[src/issue_timing_pkg.sv]
// Package with instruction classes, timing figures and carrier structs for issue timing
package issue_timing_pkg;

  typedef enum logic [3:0] {
    CLS_STORE_INDEXED,
    CLS_STORE_PREDEC,
    CLS_ARITH,
    CLS_ARITH_FLAGS,
    CLS_LOGIC,
    CLS_BIT_TEST,
    CLS_MEM_LOGIC,
    CLS_MEM_BIT_TEST,
    CLS_MUL_ACCUM,
    CLS_MUL_SHORT,
    CLS_MUL_DOUBLE,
    CLS_BRANCH_COND,
    CLS_BRANCH_DELAYED,
    CLS_JUMP,
    CLS_CALL
  } instr_class_t;

  localparam int CNT_W = 4;

  localparam logic [CNT_W-1:0] CYC_ONE          = 4'h1;
  localparam logic [CNT_W-1:0] CYC_TWO          = 4'h2;
  localparam logic [CNT_W-1:0] CYC_THREE        = 4'h3;
  localparam logic [CNT_W-1:0] CYC_FIVE         = 4'h5;
  localparam logic [CNT_W-1:0] STG_THREE        = 4'h3;
  localparam logic [CNT_W-1:0] STG_FOUR         = 4'h4;
  localparam logic [CNT_W-1:0] STG_FIVE         = 4'h5;
  localparam logic [CNT_W-1:0] STG_SIX          = 4'h6;
  localparam logic [CNT_W-1:0] STG_SEVEN        = 4'h7;
  localparam logic [CNT_W-1:0] STG_EIGHT        = 4'h8;
  localparam logic [CNT_W-1:0] FLAG_PENALTY     = 4'h1;
  localparam logic [CNT_W-1:0] SPLIT_PENALTY    = 4'h1;
  localparam logic [1:0]       FLAG_WINDOW_RST  = 2'h0;
  localparam logic [CNT_W-1:0] CNT_RST          = 4'h0;

  typedef struct packed {
    instr_class_t cls;
    logic         taken;
    logic         readsFlags;
  } issue_req_t;

  typedef struct packed {
    logic [CNT_W-1:0] cycles;
    logic [CNT_W-1:0] stages;
    logic             flagHazard;
    logic             mulHazard;
    logic             slotSplit;
  } issue_timing_t;

endpackage

[src/instruction_issue_timing.sv]
// Issue timing and hazard logic: cycle and stage counts, slot split, flag and multiplier stalls
//
// Notes on behaviour
// - Indexed and base-relative stores: 1 cycle, 4 stages, memory access may hit fetch.
// - Predecrement stores: 1 cycle, 5 stages, memory access may hit fetch.
// - Memory access meeting fetch in one slot splits the slot, never both at once.
// - Plain register arithmetic: 1 cycle, 5 stages, no slot contention; flag readers still get the flag hazard.
// - Flag-updating register arithmetic: 1 cycle, 5 stages.
// - Flag readers within two instructions after a flag update get a stall.
// - Register and immediate logic ops: 1 cycle, 5 stages, no slot contention; flag readers still get the flag hazard.
// - Register bit tests: 1 cycle, 5 stages, set flags, subject to flag hazard.
// - Byte memory logic ops: 3 cycles, 6 stages, memory access hits fetch.
// - Byte memory bit test: 3 cycles, 7 stages, flag hazard, hits fetch.
// - Multiply-accumulate: 2 cycles, 5 when contended, 8 stages, hits fetch.
// - Short multiply 1 (3) cycles 6 stages; double multiply 2 (5) cycles 8 stages.
// - Conditional branches 3 stages: delayed 2 or 1, plain 3 or 1 cycles.
// - Jumps and return 2 cycles 3 stages; calls 2 cycles 5 stages.
// - A flag-update contention costs exactly one extra cycle.
// - Larger multiply figure applies when the previous instruction also used multiplier.
`timescale 1ns/100ps
module instruction_issue_timing (
  // Clock and reset
  input  wire logic                          clk_sys,
  input  wire logic                          rst,
  // Decoded instruction from fetch unit
  input  wire logic                          issueValid,
  input  wire issue_timing_pkg::issue_req_t  issueReq,
  output logic                               issueReady,
  // Fetch and memory port slot arbitration
  input  wire logic                          fetchReq,
  output logic                               fetchGo,
  output logic                               memAccessGo,
  // Timing of the accepted instruction
  output logic                               stallBubble,
  output issue_timing_pkg::issue_timing_t    issueTiming
);
  import issue_timing_pkg::*;

  typedef enum logic {ST_IDLE, ST_BUSY} issue_state_t;

  issue_state_t    state_ff, nxt_state;
  logic [CNT_W-1:0] remain_ff, nxt_remain;
  logic [CNT_W-1:0] extra_ff, nxt_extra;
  logic [1:0]      flagWin_ff, nxt_flagWin;
  logic            prevMul_ff, nxt_prevMul;
  logic            ready_ff, nxt_ready;
  logic            fetchGo_ff, nxt_fetchGo;
  logic            memGo_ff, nxt_memGo;
  logic            bubble_ff, nxt_bubble;
  issue_timing_t   timing_ff, nxt_timing;

  logic             accept;
  logic             hasMa;
  logic             setsFlags;
  logic             usesMul;
  logic [CNT_W-1:0] baseCyc;
  logic [CNT_W-1:0] stages;
  logic             flagHaz;
  logic             mulHaz;
  logic             split;
  logic [CNT_W-1:0] total;

  assign accept = issueValid && ready_ff;

  // Per-class figures
  always_comb begin
    hasMa     = 1'b0;
    setsFlags = 1'b0;
    usesMul   = 1'b0;
    baseCyc   = CYC_ONE;
    stages    = STG_FIVE;
    case (issueReq.cls)
      CLS_STORE_INDEXED: begin
        stages = STG_FOUR;
        hasMa  = 1'b1;
      end
      CLS_STORE_PREDEC: begin
        hasMa = 1'b1;
      end
      CLS_ARITH: begin
        stages = STG_FIVE;
      end
      CLS_ARITH_FLAGS: begin
        setsFlags = 1'b1;
      end
      CLS_LOGIC: begin
        stages = STG_FIVE;
      end
      CLS_BIT_TEST: begin
        setsFlags = 1'b1;
      end
      CLS_MEM_LOGIC: begin
        baseCyc = CYC_THREE;
        stages  = STG_SIX;
        hasMa   = 1'b1;
      end
      CLS_MEM_BIT_TEST: begin
        baseCyc   = CYC_THREE;
        stages    = STG_SEVEN;
        hasMa     = 1'b1;
        setsFlags = 1'b1;
      end
      CLS_MUL_ACCUM: begin
        baseCyc = prevMul_ff ? CYC_FIVE : CYC_TWO;
        stages  = STG_EIGHT;
        hasMa   = 1'b1;
        usesMul = 1'b1;
      end
      CLS_MUL_SHORT: begin
        baseCyc = prevMul_ff ? CYC_THREE : CYC_ONE;
        stages  = STG_SIX;
        hasMa   = 1'b1;
        usesMul = 1'b1;
      end
      CLS_MUL_DOUBLE: begin
        baseCyc = prevMul_ff ? CYC_FIVE : CYC_TWO;
        stages  = STG_EIGHT;
        hasMa   = 1'b1;
        usesMul = 1'b1;
      end
      CLS_BRANCH_COND: begin
        baseCyc = issueReq.taken ? CYC_THREE : CYC_ONE;
        stages  = STG_THREE;
      end
      CLS_BRANCH_DELAYED: begin
        baseCyc = issueReq.taken ? CYC_TWO : CYC_ONE;
        stages  = STG_THREE;
      end
      CLS_JUMP: begin
        baseCyc = CYC_TWO;
        stages  = STG_THREE;
      end
      CLS_CALL: begin
        baseCyc = CYC_TWO;
        stages  = STG_FIVE;
      end
      default: begin
        baseCyc = CYC_ONE;
        stages  = STG_FIVE;
      end
    endcase
  end

  // Contention terms
  always_comb begin
    flagHaz = issueReq.readsFlags && (flagWin_ff != FLAG_WINDOW_RST);
    mulHaz  = usesMul && prevMul_ff;
    split   = hasMa && fetchReq;
    total   = baseCyc + (flagHaz ? FLAG_PENALTY : CNT_RST)
            + (split ? SPLIT_PENALTY : CNT_RST);
  end

  // Next-state logic
  always_comb begin
    nxt_state   = state_ff;
    nxt_remain  = remain_ff;
    nxt_extra   = extra_ff;
    nxt_flagWin = flagWin_ff;
    nxt_prevMul = prevMul_ff;
    nxt_timing  = timing_ff;
    nxt_fetchGo = fetchReq;
    nxt_memGo   = 1'b0;
    case (state_ff)
      ST_IDLE: begin
        if (accept) begin
          nxt_remain  = total - CYC_ONE;
          nxt_extra   = total - baseCyc;
          nxt_flagWin = {flagWin_ff[0], setsFlags};
          nxt_prevMul = usesMul;
          nxt_memGo   = hasMa;
          nxt_fetchGo = fetchReq && !hasMa;
          nxt_timing  = '{cycles: total, stages: stages, flagHazard: flagHaz,
                          mulHazard: mulHaz, slotSplit: split};
          nxt_state   = (total == CYC_ONE) ? ST_IDLE : ST_BUSY;
        end
      end
      ST_BUSY: begin
        nxt_remain = remain_ff - CYC_ONE;
        if (remain_ff == CYC_ONE) begin
          nxt_state = ST_IDLE;
        end
      end
      default: begin
        nxt_state = ST_IDLE;
      end
    endcase
    nxt_ready  = (nxt_state == ST_IDLE);
    nxt_bubble = (nxt_remain != CNT_RST) && (nxt_remain <= nxt_extra);
  end

  always_ff @(posedge clk_sys) begin
    if (rst) begin
      state_ff   <= ST_IDLE;
      remain_ff  <= CNT_RST;
      extra_ff   <= CNT_RST;
      flagWin_ff <= FLAG_WINDOW_RST;
      prevMul_ff <= 1'b0;
      ready_ff   <= 1'b1;
      fetchGo_ff <= 1'b0;
      memGo_ff   <= 1'b0;
      bubble_ff  <= 1'b0;
      timing_ff  <= '0;
    end else begin
      state_ff   <= nxt_state;
      remain_ff  <= nxt_remain;
      extra_ff   <= nxt_extra;
      flagWin_ff <= nxt_flagWin;
      prevMul_ff <= nxt_prevMul;
      ready_ff   <= nxt_ready;
      fetchGo_ff <= nxt_fetchGo;
      memGo_ff   <= nxt_memGo;
      bubble_ff  <= nxt_bubble;
      timing_ff  <= nxt_timing;
    end
  end

  assign issueReady  = ready_ff;
  assign fetchGo     = fetchGo_ff;
  assign memAccessGo = memGo_ff;
  assign stallBubble = bubble_ff;
  assign issueTiming = timing_ff;
endmodule

[config.mk]
export PLATFORM = sky130hd
export DESIGN_NAME = instruction_issue_timing
export DESIGN_NICKNAME = d
export VERILOG_FILES = /design/src/issue_timing_pkg.sv /design/src/instruction_issue_timing.sv
export SDC_FILE = /design/constraint.sdc
export NUM_CORES = 1
export LEC_CHECK = 0
export BUFFER_PORTS_ARGS = -buffer_cell sky130_fd_sc_hd__buf_4
export CORE_MARGIN = 2
export CORE_UTILIZATION = 45
export DETAILED_ROUTE_END_ITERATION = 16
export PLACE_DENSITY = 0.66
export SYNTH_ARGS = -nofsm -noshare
export SYNTH_HDL_FRONTEND = slang
export SYNTH_SLANG_ARGS = --single-unit
[constraint.sdc]
create_clock -name clk_sys -period 12 [get_ports clk_sys]
set_input_delay 3.6 -clock clk_sys [delete_from_list [all_inputs] [get_ports clk_sys]]
set_output_delay 3.6 -clock clk_sys [all_outputs]
set_load 0.01 [all_outputs]
Word level (Yosys, flattened, before mapping) --
Index checks and enable logic that the tools add are counted.
Word-level totals: register bits after elaboration 27, latch bits 0, bits in writable memories 0, bits in read-only memories 0, bits of input ports 10, output and inout port bits 15, logic and storage cells 78, memories kept 0
Cells by class: $add $sub $neg 5, $mul 0, divide/modulo/power cells 0, magnitude comparators 1, equality and inequality tests 14, shifts and indexed selects 0, muxes and demuxes 21, bitwise gates (word level) 3, reduce and logical (&&, ||, !) cells 20
Operators with widths (count):
- equality test 4 bit, second input constant | 7
- one-hot mux 4 bit (5 select lines) | 1
- one-hot mux 3 bit (6 select lines) | 1
- equality test 4 x 1 -> 1 bit, second input constant | 3
- equality test 4 x 3 -> 1 bit, second input constant | 3
- 2-to-1 mux 4 bit | 3
- OR reduction 3 bit | 4
- 2-to-1 mux 1 bit | 10
- adder 4 x 1 -> 4 bit | 2
- one-hot mux 4 bit (2 select lines) | 1
- OR reduction 2 bit | 4
- subtractor 4 x 1 -> 4 bit, second input constant | 2
- OR reduction 7 bit | 1
- logical AND 1 bit | 6
- 2-to-1 mux 2 bit | 3
- equality test 4 x 2 -> 1 bit, second input constant | 1
- <= comparator 4 bit | 1
- zero test 4 bit | 1
- nonzero test 4 bit | 1
- subtractor 4 bit | 1
- 2-to-1 mux 3 bit | 1
- NOT 1 bit | 3
- one-hot mux 1 bit (2 select lines) | 1
- AND reduction 2 bit | 1
- other kinds (2) | 2

Depth between registers and ports, before layout --
depth in word-level cells 11, depth in mapped cells 17, depth with buffers taken out 16

Worst setup path after synthesis --
OpenSTA, ideal clock, no wires.
path kind input -> register, from input issueReq[3] (netlist name), to register bubble_ff (netlist: stallBubble), library setup time 0.088 ns, arrival time 6.781 ns, required time 11.912 ns, path slack 5.130 ns, stages on the path 15, path buffers 1, path through buf_4 -> or2b_1 -> a211o_1 -> fa_1 -> ha_1 -> ha_1 -> a311oi_1 -> a21oi_1 -> inv_1 -> ha_1 -> nor2b_1 -> o21a_1 -> o21a_1 -> o21a_1 -> a311oi_2
On the way: word-level cells in the longest chain between the ends 11, elaborated cells on any way between the ends 30, those cells by class add/sub: 4; order compare: 1; eq/ne: 10; mux: 7; reduce/logical: 8
Ends and longest elaborated chain:
- start: declaration | RTL line instruction_issue_timing.sv:27 | input wire issue_timing_pkg::issue_req_t issueReq,
- parallel branches: the longest is 5 deep, another holds adder 4 x 1 -> 4 bit
- adder 4 x 1 -> 4 bit * | RTL line instruction_issue_timing.sv:150 | + (split ? SPLIT_PENALTY : CNT_RST);
- subtractor 4 x 1 -> 4 bit * | RTL line instruction_issue_timing.sv:166 | nxt_remain = total - CYC_ONE;
- 2-to-1 mux 4 bit * | RTL line instruction_issue_timing.sv:165 | if (accept) begin
- one-hot mux 4 bit (2 select lines) * | RTL line instruction_issue_timing.sv:163 | case (state_ff)
- named net nxt_remain[1] | RTL line instruction_issue_timing.sv:42 | logic [CNT_W-1:0] remain_ff, nxt_remain;
- <= comparator 4 bit / nonzero test 4 bit (equally long branches) | RTL line instruction_issue_timing.sv:188 | nxt_bubble = (nxt_remain != CNT_RST) && (nxt_remain <= nxt_extra);
- logical AND 1 bit * | RTL line instruction_issue_timing.sv:188
- end signal: assignment | RTL line instruction_issue_timing.sv:212 | bubble_ff <= nxt_bubble;
- end: declaration | RTL line instruction_issue_timing.sv:49 | logic bubble_ff, nxt_bubble;
Mark *: on every way through the listed nets, which the timed path passes. A chain may end at the register's enable or synchronous reset.

Final worst setup path --
from input issueReq[4] (netlist name), to register bubble_ff (netlist: stallBubble)
The elaborated chain is that of the path after synthesis.

==> reports/summary.log <==
INFO  outcome        outcome=finished clean
INFO  pwr            power_per_cell_area=133nW/um^2
INFO  run            cap_violations=0
INFO  route          drt_first_iter_violations=81
INFO  finish         num_antenna_cells=0
INFO  logic_synthesis ys_ff_latch=27
INFO  worst_setup_path crit_path_max_incr_delay=0.44ns
INFO  logic_synthesis synth_cell_type_count=58
INFO  cts            worst_setup_hold_path_clk_slew=0.15ns
INFO  route          drcViolationCount=0
INFO  finish         fin_nets=225
INFO  route          drtPass1Iterations=4
INFO  logic_synthesis number_of_instances_in_the_synthesized_netlist=182
INFO  floorplan      die_h=64.1um
INFO  route          route.detailed.wl_per_inst=13.5um
INFO  cts            postCtsSetupBuffers=0
INFO  placement      numPlacedInstances=244
INFO  cts            cts_buffers=3
INFO  cts            cts.sinks=27
INFO  logic_synthesis count_of_flip_flops_with_a_built_in_enable_after_synthesis=0
INFO  finish         drive_above_1_share=20.8%
INFO  finish         layoutNonFillerInstCount=248
INFO  pwr            p_comb_share=39.7%
INFO  sta            fin_tns_setup=0ns
INFO  logic_synthesis yosys_warnings=0
INFO  floorplan      pin_count=25
INFO  global_route   grt.overflow.total=0
INFO  sta            final-setup-viol-count=0
INFO  pwr            power.net_switching=0.0861mW
INFO  sta            rsz_0062_raised_after_global_routing=false
INFO  sta            max_slew.worst_pin.slew=0.951ns
INFO  logic_synthesis synth_async_sr_flop_share=0%
INFO  worst_setup_path worstPathArrival=7.06ns
INFO  floorplan      die-width=64.1um
INFO  sta            fin_worst_hold_slack=0.464ns
INFO  worst_setup_path series_of_cell_instances_along_the_critical_path=buf_4, or2b_1, a211o_1, fa_1, ha_1, ha_1, a311oi_1, a21oi_1, inv_1, ha_1, nor2b_1, o21a_1, o21a_1, o21a_1, a311oi_2
INFO  finish         area_growth_syn_to_layout=13.6%
INFO  route          vias_per_cell=5.42
INFO  floorplan      die-area=4110um^2
INFO  cts            post_cts_hold_buffer_count=0
INFO  floorplan      rows=21
INFO  pwr            internal_power=0.159mW
INFO  logic_synthesis netlist_area=1630um^2
INFO  floorplan      core=3420um^2
INFO  pwr            clkPwrFrac=16.4%
INFO  placement      numPortBuffers=24
INFO  pwr            power.share.switching=35.1%
INFO  worst_setup_path critical_path_peak_fanout=13
INFO  pwr            total_leakage_power=0.809nW
INFO  finish         layout.cells.most_common_list=dfxtp_1, buf_4, nor2_1
INFO  sta            final.setup_skew=0.00442ns
INFO  placement      gpl.final_weighted_congestion=0.891
INFO  sta            period_minus_slack=6.81ns
INFO  worst_hold_path min_path_type=flop to flop
INFO  cts            clk_path_buf_depth=2
INFO  pwr            peakVddDrop=0.0441mV
INFO  sta            min_period_over_period=56.7%
INFO  placement      dp_hpwl=2550um
INFO  cts            cts_tree=done
INFO  global_route   grt_max_degree=26
INFO  sta            hold_viol=0
INFO  route          vias_after_detailed_routing=1345
INFO  worst_setup_path crit_slowest_cell=fa_1
INFO  worst_setup_path worstSetupEndpointType=flop
INFO  floorplan      start_util=47.6%
INFO  logic_synthesis synthesis.area_per_instance=8.93um^2
INFO  worst_setup_path start_kind=input pin
INFO  worst_hold_path worst_hold_path.num_cells=2
INFO  sta            drv_slew=0
INFO  pwr            power_frac_seq=43.9%
INFO  sta            timing.slew.headroom=36.4%
INFO  worst_setup_path cp_required=12.25ns
INFO  logic_synthesis synth_top_flop_cell=dfxtp_1
INFO  cts            post_cts.resized_instances=0
INFO  cts            clock_latency=0.33ns
INFO  global_route   globalRouteTotalUtil=17.6%
INFO  worst_setup_path reg2reg_depth=15
INFO  route          drt_wl_total=3360um
INFO  worst_setup_path worstSetupPathType=input pin to flop
INFO  global_route   grt_first_pass_wirelength=5800um
INFO  sta            achievable-frequency=0.147GHz
INFO  global_route   grt_pass1_vias=1277
INFO  cts            ctsRootBufferMaster=clkbuf_4
INFO  route          final_antenna_net_count=0
INFO  cts            h-tree-depth=1
INFO  global_route   grt_antenna_before_repair=0
INFO  finish         layout.cells.most_common=dfxtp_1
INFO  logic_synthesis synth_nets=204
INFO  logic_synthesis yosysSeqAreaShare=33.3%
[critical path, delay by kind of cell]
kind	cells	cell delay (ns)
AOI/OAI and AO/OA	7	1.41
adders and majority gates	4	1.39
buffers and inverters	2	0.24
and+or+nand+nor	2	0.38
[flip-flops by register name (all words and copies together) (netlist names)]
signal and cells:
issueReady 1, remain_ff 4, extra_ff 4, stallBubble 1
issueTiming 11, flagWin_ff 2, state_ff 1, fetchGo 1
memAccessGo 1, prevMul_ff 1
[through the flow]
stage / utilization [%] / cell area (um^2) / setup slack, ns / power (mW)
2_1_floorplan: - / 1630 / 5.13 / 0.181
6_report: 54.1 / 1850 / 5.19 / 0.245
3_5_place_dp: 53.3 / 1820 / 4.85 / 0.208
5_1_grt: 54.1 / 1850 / 4.95 / 0.265
3_3_place_gp: 53.3 / 1820 / 4.95 / 0.204
4_1_cts: 54.1 / 1850 / 5.20 / 0.248
[synthesized netlist by cell type, types with 2 or more instances]
| cell type | count | share of area, % |
|---|---|---|
| a211oi_1 | 3 | 1.4 |
| a21o_1 | 2 | 0.92 |
| a21oi_1 | 12 | 3.7 |
| and2_1 | 2 | 0.77 |
| and3_1 | 3 | 1.2 |
| buf_2 | 5 | 1.5 |
| clkbuf_1 | 2 | 0.46 |
| dfxtp_1 | 27 | 33 |
| ha_1 | 11 | 8.5 |
| inv_1 | 11 | 2.5 |
| mux2i_1 | 3 | 1.8 |
| nand2_1 | 14 | 3.2 |
| nand2b_1 | 3 | 1.2 |
| nand3_1 | 2 | 0.62 |
| nand3b_1 | 3 | 1.4 |
| nor2_1 | 20 | 4.6 |
| nor2b_1 | 2 | 0.77 |
| nor3_1 | 5 | 1.5 |
| nor3b_1 | 3 | 1.4 |
| o21a_1 | 7 | 3.2 |
| o21ai_0 | 4 | 1.2 |
| or2b_1 | 2 | 0.92 |
[path summary, 6_finish.rpt]
kind / from / to / slack (ns)
worst max register to register: prevMul_ff$_SDFFE_PP0P_ / stallBubble$_SDFF_PP0_ / 8.39
worst max-delay path: issueReq[4] / stallBubble$_SDFF_PP0_ / 5.19
worst min register to register: issueTiming[3]$_SDFFE_PP0P_ / issueTiming[3]$_SDFFE_PP0P_ / 0.46
worst min-delay path: issueTiming[3]$_SDFFE_PP0P_ / issueTiming[3]$_SDFFE_PP0P_ / 0.46
[metal layers]
metal / vias to the layer above / share of wire, % / track usage (%)
li1: 687 / - / -
met1: 631 / 46 / 22.4
met2: 21 / 49 / 30.2
met3: 6 / 3.1 / 3.52
met4: 0 / 1.9 / 4.79
met5: - / 0 / 0
[cells by family (layout without fill, tap and decap cells)]
kind of cell             count (synthesis)  in the layout  synth area share, %
AND/OR/NAND/NOR                         69             69                 24.0
flip-flops                              27             27                 33.3
adder cells (fa/ha/maj)                 13             13                 10.3
buffers and inverters                   21             41                 5.93
XOR/XNOR                                 4              4                 4.16
AO/OA/AOI/OAI                           44             44                 19.6
multiplexers                             4              4                 2.77
[power groups by stage]
| stage | combinational [mW] | clock, mW | sequential [mW] |
|---|---|---|---|
| floorplan | 0.0710 | 0 | 0.110 |
| global placement | 0.0943 | 0 | 0.110 |
| detailed placement | 0.0981 | 0 | 0.110 |
| CTS | 0.0987 | 0.0414 | 0.108 |
| global route | 0.110 | 0.0456 | 0.109 |
| finish | 0.0976 | 0.0401 | 0.108 |
[final cells by class]
type | instances | area (um^2)
inverter | 12 | 45.0
tap | 46 | 57.6
fill | 347 | 1570
multi-input combinational | 134 | 988
sequential | 27 | 541
timing repair buffer | 25 | 188
clock buffer | 3 | 22.5
clock inverter | 1 | 5.00
Power figures use the tool's default switching activity.
